--- config.mk ---
export PLATFORM = sky130hd
export DESIGN_NAME = edcm_ctrl_monitor
export DESIGN_NICKNAME = d
export VERILOG_FILES = /design/src/core/edcm_ctrl_monitor.v
export VERILOG_INCLUDE_DIRS = /design/src /design/src/core
export SDC_FILE = /design/constraint.sdc
export NUM_CORES = 1
export LEC_CHECK = 0
export ABC_AREA = 1
export BUFFER_PORTS_ARGS = -buffer_cell sky130_fd_sc_hd__buf_2
export CORE_ASPECT_RATIO = 1.75
export CORE_MARGIN = 10
export CORE_UTILIZATION = 55
export CTS_CLUSTER_DIAMETER = 40
export DETAILED_ROUTE_END_ITERATION = 10
export PLACE_DENSITY_LB_ADDON = 0.3
export SETUP_SLACK_MARGIN = 0.5
export SYNTH_ARGS = -nofsm -noshare
export SYNTH_HDL_FRONTEND = slang
export SYNTH_SLANG_ARGS = --single-unit
--- constraint.sdc ---
create_clock -name ref_clk -period 1.7 [get_ports ref_clk]
set_input_delay 0.255 -clock ref_clk [delete_from_list [all_inputs] [get_ports ref_clk]]
set_output_delay 0.255 -clock ref_clk [all_outputs]
set_load 0.01 [all_outputs]
--- src/core/edcm_regs.vh ---
// register offsets, field positions and reset values for the dma
// operation-control and address-monitor block
// assumes a word-indexed register port, 32-bit data
`ifndef EDCM_REGS_VH
`define EDCM_REGS_VH

`define EDCM_ADDR_W        4
`define EDCM_OFS_OPCTL     4'h0
`define EDCM_OFS_RX_BUF    4'h1
`define EDCM_OFS_RX_DESC   4'h2
`define EDCM_OFS_TX_BUF    4'h3
`define EDCM_OFS_TX_DESC   4'h4

`define EDCM_BIT_HALTED    0
`define EDCM_BIT_ADDR_ERR  1
`define EDCM_BIT_FIFO_SEL  2

`define EDCM_ZERO32        32'h0000_0000
`define EDCM_ZERO1         1'h0
`define EDCM_ONE1          1'h1
`define EDCM_ADDR_RST      32'h0000_0000

`endif

--- src/core/edcm_ctrl_monitor.v ---
// operation control and address monitor of the ethernet dma engine
// assumes a same-clock engine datapath and an asynchronous nmi pin
//
// What this block does
// - fifo select 0 keeps running on fifo errors; 1 halts on them
// - set address error flag when a descriptor-supplied address is illegal
// - software writing 0 to address error flag clears it
// - nmi assertion halts the engine and sets the halted flag
// - software writing 0 to halted flag clears it and restarts the engine
// - fifo select, address error and halted flags reset to 0
// - expose current receive buffer write address, 32 bits
// - expose current receive descriptor fetch address, 32 bits
// - expose current transmit buffer read address, 32 bits
// - expose current transmit descriptor fetch address, 32 bits
// - monitor registers read-only, ignore writes, reset to 0
// - monitor values may lag the address actually in flight
//
// Strobed register access and the address map were left to the implementer.
`timescale 1ns/1ps
`include "edcm_regs.vh"

module edcm_ctrl_monitor #(
  parameter ADDR_W = 32
) (
  // clock and reset
  input  wire                    ref_clk,
  input  wire                    reset_n,
  // register port
  input  wire [`EDCM_ADDR_W-1:0] reg_addr,
  input  wire [31:0]             reg_wdata,
  input  wire                    reg_wr,
  input  wire                    reg_rd,
  output reg  [31:0]             reg_rdata,
  // engine events
  input  wire                    nmi_pin,
  input  wire                    tx_fifo_underflow,
  input  wire                    rx_fifo_overflow,
  input  wire                    illegal_addr,
  // current addresses from the engine datapath
  input  wire                    rx_buf_valid,
  input  wire [ADDR_W-1:0]       rx_buffer_write_address,
  input  wire                    rx_desc_valid,
  input  wire [ADDR_W-1:0]       rx_descriptor_fetch_address,
  input  wire                    tx_buf_valid,
  input  wire [ADDR_W-1:0]       tx_buffer_read_address,
  input  wire                    tx_desc_valid,
  input  wire [ADDR_W-1:0]       tx_descriptor_fetch_address,
  // engine control
  output reg                     engine_halt,
  output reg                     address_error
);

  // ***************************************************************
  //  nmi synchroniser and edge
  // ***************************************************************
  reg nmi_meta_reg;
  reg nmi_sync_reg;
  reg nmi_prev_reg;
  wire nmi_rise;

  always @(posedge ref_clk or negedge reset_n) begin
    if (!reset_n) begin
      nmi_meta_reg <= `EDCM_ZERO1;
    end else begin
      nmi_meta_reg <= nmi_pin;
    end
  end

  // only the second stage feeds logic; the first may be metastable
  always @(posedge ref_clk or negedge reset_n) begin
    if (!reset_n) begin
      nmi_sync_reg <= `EDCM_ZERO1;
    end else begin
      nmi_sync_reg <= nmi_meta_reg;
    end
  end

  always @(posedge ref_clk or negedge reset_n) begin
    if (!reset_n) begin
      nmi_prev_reg <= `EDCM_ZERO1;
    end else begin
      nmi_prev_reg <= nmi_sync_reg;
    end
  end

  // edge, so a held pin does not block the software restart
  assign nmi_rise = nmi_sync_reg & ~nmi_prev_reg;

  // ***************************************************************
  //  write decode
  // ***************************************************************
  wire wr_opctl;
  wire sel_wr_value;
  wire clr_addr_err;
  wire clr_halted;
  wire fifo_err;

  assign wr_opctl     = reg_wr & (reg_addr == `EDCM_OFS_OPCTL);
  assign sel_wr_value = reg_wdata[`EDCM_BIT_FIFO_SEL];
  // writing 1 to a flag bit leaves it as it is
  assign clr_addr_err = wr_opctl & ~reg_wdata[`EDCM_BIT_ADDR_ERR];
  assign clr_halted   = wr_opctl & ~reg_wdata[`EDCM_BIT_HALTED];
  assign fifo_err     = tx_fifo_underflow | rx_fifo_overflow;

  // ***************************************************************
  //  control register next state
  // ***************************************************************
  reg fifo_error_halt_select_reg;
  reg fifo_error_halt_select_next;
  reg address_error_flag_reg;
  reg address_error_flag_next;
  reg halted_flag_reg;
  reg halted_flag_next;
  reg fifo_halt_reg;
  reg fifo_halt_next;

  always @* begin
    fifo_error_halt_select_next = fifo_error_halt_select_reg;
    if (wr_opctl) begin
      fifo_error_halt_select_next = sel_wr_value;
    end
  end

  // set wins over a same-cycle clear
  always @* begin
    address_error_flag_next = address_error_flag_reg;
    if (illegal_addr) begin
      address_error_flag_next = `EDCM_ONE1;
    end else if (clr_addr_err) begin
      address_error_flag_next = `EDCM_ZERO1;
    end
  end

  // nmi edge wins over a same-cycle software clear
  always @* begin
    halted_flag_next = halted_flag_reg;
    if (nmi_rise) begin
      halted_flag_next = `EDCM_ONE1;
    end else if (clr_halted) begin
      halted_flag_next = `EDCM_ZERO1;
    end
  end

  // fifo halt has no flag of its own; released by select 0 or halted 0
  always @* begin
    fifo_halt_next = fifo_halt_reg;
    if (fifo_err && fifo_error_halt_select_reg) begin
      fifo_halt_next = `EDCM_ONE1;
    end else if (wr_opctl && !sel_wr_value) begin
      fifo_halt_next = `EDCM_ZERO1;
    end else if (clr_halted) begin
      fifo_halt_next = `EDCM_ZERO1;
    end
  end

  // ***************************************************************
  //  control register flops
  // ***************************************************************
  always @(posedge ref_clk or negedge reset_n) begin
    if (!reset_n) begin
      fifo_error_halt_select_reg <= `EDCM_ZERO1;
    end else begin
      fifo_error_halt_select_reg <= fifo_error_halt_select_next;
    end
  end

  always @(posedge ref_clk or negedge reset_n) begin
    if (!reset_n) begin
      address_error_flag_reg <= `EDCM_ZERO1;
    end else begin
      address_error_flag_reg <= address_error_flag_next;
    end
  end

  always @(posedge ref_clk or negedge reset_n) begin
    if (!reset_n) begin
      halted_flag_reg <= `EDCM_ZERO1;
    end else begin
      halted_flag_reg <= halted_flag_next;
    end
  end

  always @(posedge ref_clk or negedge reset_n) begin
    if (!reset_n) begin
      fifo_halt_reg <= `EDCM_ZERO1;
    end else begin
      fifo_halt_reg <= fifo_halt_next;
    end
  end

  // ***************************************************************
  //  address monitor next state
  // ***************************************************************
  reg [31:0] rx_buf_mon_reg;
  reg [31:0] rx_buf_mon_next;
  reg [31:0] rx_desc_mon_reg;
  reg [31:0] rx_desc_mon_next;
  reg [31:0] tx_buf_mon_reg;
  reg [31:0] tx_buf_mon_next;
  reg [31:0] tx_desc_mon_reg;
  reg [31:0] tx_desc_mon_next;

  // captured in the valid cycle, readable one cycle later; good enough for progress watching
  always @* begin
    rx_buf_mon_next = rx_buf_mon_reg;
    if (rx_buf_valid) begin
      rx_buf_mon_next = rx_buffer_write_address[31:0];
    end
  end

  always @* begin
    rx_desc_mon_next = rx_desc_mon_reg;
    if (rx_desc_valid) begin
      rx_desc_mon_next = rx_descriptor_fetch_address[31:0];
    end
  end

  always @* begin
    tx_buf_mon_next = tx_buf_mon_reg;
    if (tx_buf_valid) begin
      tx_buf_mon_next = tx_buffer_read_address[31:0];
    end
  end

  always @* begin
    tx_desc_mon_next = tx_desc_mon_reg;
    if (tx_desc_valid) begin
      tx_desc_mon_next = tx_descriptor_fetch_address[31:0];
    end
  end

  // ***************************************************************
  //  address monitor flops
  // ***************************************************************
  always @(posedge ref_clk or negedge reset_n) begin
    if (!reset_n) begin
      rx_buf_mon_reg <= `EDCM_ADDR_RST;
    end else begin
      rx_buf_mon_reg <= rx_buf_mon_next;
    end
  end

  always @(posedge ref_clk or negedge reset_n) begin
    if (!reset_n) begin
      rx_desc_mon_reg <= `EDCM_ADDR_RST;
    end else begin
      rx_desc_mon_reg <= rx_desc_mon_next;
    end
  end

  always @(posedge ref_clk or negedge reset_n) begin
    if (!reset_n) begin
      tx_buf_mon_reg <= `EDCM_ADDR_RST;
    end else begin
      tx_buf_mon_reg <= tx_buf_mon_next;
    end
  end

  always @(posedge ref_clk or negedge reset_n) begin
    if (!reset_n) begin
      tx_desc_mon_reg <= `EDCM_ADDR_RST;
    end else begin
      tx_desc_mon_reg <= tx_desc_mon_next;
    end
  end

  // ***************************************************************
  //  read mux
  // ***************************************************************
  reg [31:0] opctl_word;
  reg [31:0] rdata_next;

  // reserved bits stay 0 whatever software wrote
  always @* begin
    opctl_word                     = `EDCM_ZERO32;
    opctl_word[`EDCM_BIT_FIFO_SEL] = fifo_error_halt_select_reg;
    opctl_word[`EDCM_BIT_ADDR_ERR] = address_error_flag_reg;
    opctl_word[`EDCM_BIT_HALTED]   = halted_flag_reg;
  end

  // monitors have no write path at all
  always @* begin
    rdata_next = `EDCM_ZERO32;
    if (reg_rd) begin
      case (reg_addr)
        `EDCM_OFS_OPCTL: begin
          rdata_next = opctl_word;
        end
        `EDCM_OFS_RX_BUF: begin
          rdata_next = rx_buf_mon_reg;
        end
        `EDCM_OFS_RX_DESC: begin
          rdata_next = rx_desc_mon_reg;
        end
        `EDCM_OFS_TX_BUF: begin
          rdata_next = tx_buf_mon_reg;
        end
        `EDCM_OFS_TX_DESC: begin
          rdata_next = tx_desc_mon_reg;
        end
        default: begin
          rdata_next = `EDCM_ZERO32;
        end
      endcase
    end
  end

  // ***************************************************************
  //  read data flop
  // ***************************************************************
  // data held only for the cycle after the read strobe
  always @(posedge ref_clk or negedge reset_n) begin
    if (!reset_n) begin
      reg_rdata <= `EDCM_ZERO32;
    end else begin
      reg_rdata <= rdata_next;
    end
  end

  // ***************************************************************
  //  engine control outputs
  // ***************************************************************
  reg engine_halt_next;
  reg address_error_next;

  always @* begin
    engine_halt_next = halted_flag_reg | fifo_halt_reg;
  end

  always @* begin
    address_error_next = address_error_flag_reg;
  end

  always @(posedge ref_clk or negedge reset_n) begin
    if (!reset_n) begin
      engine_halt <= `EDCM_ZERO1;
    end else begin
      engine_halt <= engine_halt_next;
    end
  end

  always @(posedge ref_clk or negedge reset_n) begin
    if (!reset_n) begin
      address_error <= `EDCM_ZERO1;
    end else begin
      address_error <= address_error_next;
    end
  end

endmodule

**Word-level counts from Yosys, hierarchy flattened**

Cells that the tools add are included.
W data, S select, Z words.

- Multiplexer cells: 8
- Equality and inequality tests: 4
- Reductions and logical operators: 7
- Bitwise operators: 9

Operator list:

| operator | count |
|---|---|
| $pmux W32 S5 | 1 |
| $mux W32 | 1 |
| $eq A4 B2 Y1 const B | 2 |
| $mux W1 | 6 |
| $and A1 B1 Y1 | 4 |
| $eq A4 B1 Y1 const B | 1 |
| $eq A4 B3 Y1 const B | 1 |
| $logic_not A4 Y1 | 1 |
| $reduce_bool A2 Y1 | 2 |
| $not A1 Y1 | 3 |
| $reduce_bool A3 Y1 | 1 |
| $logic_and A1 B1 Y1 | 2 |
| $or A1 B1 Y1 | 2 |
| $logic_not A1 Y1 | 1 |

- Flip-flop bits (word level): 169
- Output and inout port bits: 34
- Input bits: 176
- Logic and storage cells: 42

**Logic depth before layout (Yosys ltp)**

- Depth in word-level cells: 6
- Depth in mapped cells: 8
- Gate-level depth less buffers: 6

**Least setup slack after synthesis**

OpenSTA, ideal clock, no wires.

- Kind: input -> register
- From: input rx_desc_valid
- To: register rx_desc_mon_reg[1]
- Arrival time: 1.049 ns
- Stages on the path: 3
- Path buffers: 2
- Setup time: 0.125 ns
- Required time: 1.575 ns
- Path slack: 0.526 ns
- Cell sequence: clkbuf_1 -> clkbuf_1 -> mux2_2

RTL lines:

| what | line | RTL |
|---|---|---|
| start, declared | edcm_ctrl_monitor.v:42 | `input wire rx_desc_valid,` |
| end signal, assigned | edcm_ctrl_monitor.v:245 | `` rx_desc_mon_reg <= `EDCM_ADDR_RST; `` |
| end signal, assigned | edcm_ctrl_monitor.v:247 | `rx_desc_mon_reg <= rx_desc_mon_next;` |
| end, declared | edcm_ctrl_monitor.v:196 | `reg [31:0] rx_desc_mon_reg;` |

No word-level cell between the ends.

**Worst setup path in the final report**

- From: register reg_rdata[31]
- To: output reg_rdata[31]

RTL lines:

| what | line | RTL |
|---|---|---|
| start, declared | edcm_ctrl_monitor.v:33 | `output reg [31:0] reg_rdata,` |
| start signal, assigned | edcm_ctrl_monitor.v:314 | `` reg_rdata <= `EDCM_ZERO32; `` |
| start signal, assigned | edcm_ctrl_monitor.v:316 | `reg_rdata <= rdata_next;` |

No word-level cell between the ends.

==> impl_metrics.py <==
metrics = {
    "outcome": {
        "outcome": "complete, no violations",
    },
    "timing": {
        "fin_tns_setup_ns": 0,
        "clock_skew_ns": 0.00838,
        "min_period_ns": 1.22,
        "relSlewSlack": 0.669,
        "hold_viol": 0,
        "fin_crit_sh": 0.716,
        "rsz0062_at_grt": "yes",
        "final_max_slew_viol_count": 0,
        "setup_viol": 0,
        "worst_slew_pin_slew_ns": 0.497,
        "max_freq_ghz": 0.822,
    },
    "floorplanning": {
        "die_x_um": 105,
        "dieHeight_um": 169,
        "rows": 54,
        "io-pin-count": 210,
        "die-area_sq_mm": 0.0178,
        "initial_core_util": 0.560,
        "core_sq_mm": 0.0125,
    },
    "critical_path": {
        "worstPathArrival_ns": 0.96,
        "cpPeakStageDelay_ns": 0.40,
        "end_kind": "output pin",
        "cp.required_ns": 1.44,
        "cp_slowest_cell": "dfrtp_1",
        "crit_path_max_fanout": 1,
        "crit_family": "flip-flops",
        "crit_buf_inv": 1,
        "crit_chain": "buf_2",
        "startpoint_type": "flip-flop",
        "path_class": "flip-flop to output pin",
    },
    "yosys": {
        "avgSynthCellArea_sq_um": 10.1,
        "ys_top_cells_by_count": "dfrtp_1 (169), o21ai_0 (112), nand3_1 (76)",
        "ys_ff_latch": 169,
        "yosysMostFrequentCell": "dfrtp_1",
        "syn_area_sq_mm": 0.00699,
        "synth_top_flop_cell": "dfrtp_1",
        "yosys.area.top_type": "dfrtp_1",
        "synthTopCellsByArea": "dfrtp_1 (60%), mux2_2 (10%), o21ai_0 (8.0%)",
        "synth_top_cell_area_share": 0.605,
        "synth_cells": 690,
        "async_flop_share": 1.00,
        "synth_nets": 866,
        "ys_seq_area_frac": 0.605,
        "synth.distinct_cells": 18,
        "yosysWarnings": 0,
        "synth_edf_count": 0,
    },
    "power_and_ir_drop": {
        "internal_power_w": 0.00762,
        "pwr-share-seq": 0.453,
        "p_per_area_mw_per_mm2": 1110,
        "irDropWorstVdd_uv": 952,
        "p_sw_w": 0.00231,
        "p_clk_frac": 0.444,
        "p_comb_frac": 0.103,
        "cellLeakagePower_nw": 4.41,
        "switching_share": 0.233,
    },
    "clocking": {
        "clock_sinks": 169,
        "htreeDepth": 4,
        "clkTransAtPathRegs_ns": 0.06,
        "clock_latency_ns": 0.42,
        "cts_made_buffers": 17,
        "root_buffer": "clkbuf_16",
        "cts_tree": "done",
        "clockBufferDepth": 2,
        "postCtsSetupBuffers": 0,
    },
    "finish": {
        "diodes": 0,
        "finalInstanceArea_sq_mm": 0.00898,
        "areaGrowthSynthToFinish_pct": 28.4,
        "drive_above_1_share": 0.348,
        "num-nets-final": 1048,
    },
    "detailed_routing": {
        "via_per_inst": 5.38,
        "ant_nets": 0,
        "drt_pass1_iterations": 5,
        "drt_wl_total_um": 19600,
        "num_vias": 5656,
        "wl_met1_um": 7210,
        "route.met2.wl_um": 10400,
        "wl_per_cell_um": 18.6,
        "route.met3.wl_um": 1410,
        "drt-initial-drc-count": 256,
        "drc": 0,
        "dr.max_layer_used": "met4",
    },
    "place": {
        "hpwl_um": 14100,
        "io_buffer_count": 180,
        "dpl_cell_area_sq_mm": 0.00823,
        "place_congestion": 0.859,
    },
    "global_routing": {
        "grt_max_degree": 50,
        "grt_pass1_wl_um": 31400,
        "grt_pass1_vias": 6186,
        "gr-total-overflow": 0,
        "grt.total_usage": 0.223,
        "antenna_found_initial": 0,
    },
    "worst_hold_path": {
        "hp-class": "input port to flip-flop",
    },
    "run": {
        "max-cap-violations": 0,
    },
}
[worst paths after layout]
| kind | from | to | slack (ns) | cells past startpoint |
|---|---|---|---|---|
| min in group asynchronous | reset_n | reg_rdata[15] | 0.34 | 2 |
| worst max-delay path | reg_rdata[31] | reg_rdata[31] | 0.48 | 1 |
| max in group asynchronous | reset_n | fifo_error_halt_select_reg | 0.74 | 3 |
| worst min register to register | nmi_meta_reg | nmi_sync_reg | 0.35 | 0 |
| worst min-delay path | illegal_addr | address_error_flag_reg | 0.03 | 3 |
| worst max register to register | rx_desc_mon_reg[7] | reg_rdata[7] | 0.74 | 4 |
[placed cells by master (no fill, tap or decap)]
cell type	n
nor2_4	3
buf_2	171
inv_8	1
mux2_1	4
clkbuf_8	1
dlygate4sd3_1	2
nand3_1	76
bufinv_16	6
buf_4	16
inv_1	69
nand2_1	68
nor2_2	2
o21ai_1	11
buf_12	9
clkbuf_16	17
mux2_2	64
or2_2	1
o21a_1	1
clkinvlp_4	3
inv_6	2
o21ai_0	112
dfrtp_1	169
nor2_1	64
nand2_2	1
inv_2	1
buf_6	9
clkinv_4	1
[power groups by stage]
stage	Sequential [W]	Clock (W)	Combinational (W)
floorplan	0.00454	0	0.000503
global placement	0.00455	0	0.000967
detailed placement	0.00457	0	0.00101
CTS	0.00450	0.00445	0.00102
global route	0.00453	0.00465	0.00114
finish	0.00450	0.00441	0.00102
[metal layers]
layer  GRT usage  vias to the layer above
met5           0                        -
met4      0.0827                        0
met3      0.0658                       42
met2       0.393                      228
met1       0.247                     2767
li1            -                     2619
[cell type report]
type / instances / area [sq um]
sequential: 169 / 4230
fill: 938 / 3520
multi-input combinational: 407 / 2320
timing repair buffer: 207 / 1280
clock buffer: 18 / 439
inverter: 70 / 263
clock inverter: 13 / 240
tap: 168 / 210
[logic make-up (layout without fill, tap and decap cells)]
logic type             count (synthesis)  after routing  synth area share
and+or+nand+nor                      215            215             0.131
muxes                                 68             68             0.109
AOI/OAI and AO/OA                    124            124            0.0891
buffers and inverters                114            308            0.0653
DFF                                  169            169             0.605
[per-stage QoR]
step	power [W]	hold WS [ns]	instances	utilization	setup WS, ns
2_1_floorplan	0.00504	-0.0406	690	-	0.526
3_3_place_gp	0.00552	0.228	1019	0.658	0.223
3_5_place_dp	0.00557	0.240	1019	0.658	0.151
4_1_cts	0.00997	0.0135	1052	0.714	0.476
5_1_grt	0.0103	0.0296	1052	0.719	0.451
6_report	0.00993	0.0282	1052	0.719	0.483
[repair_timing]
action / 4_1_cts / 5_1_grt
resized for setup: 0 / 10
endpoints found under the setup margin: 5 / 25
endpoints found under the hold margin: 44 / 0
hold buffers: 2 / 0
(Power assumes the default switching activity.)
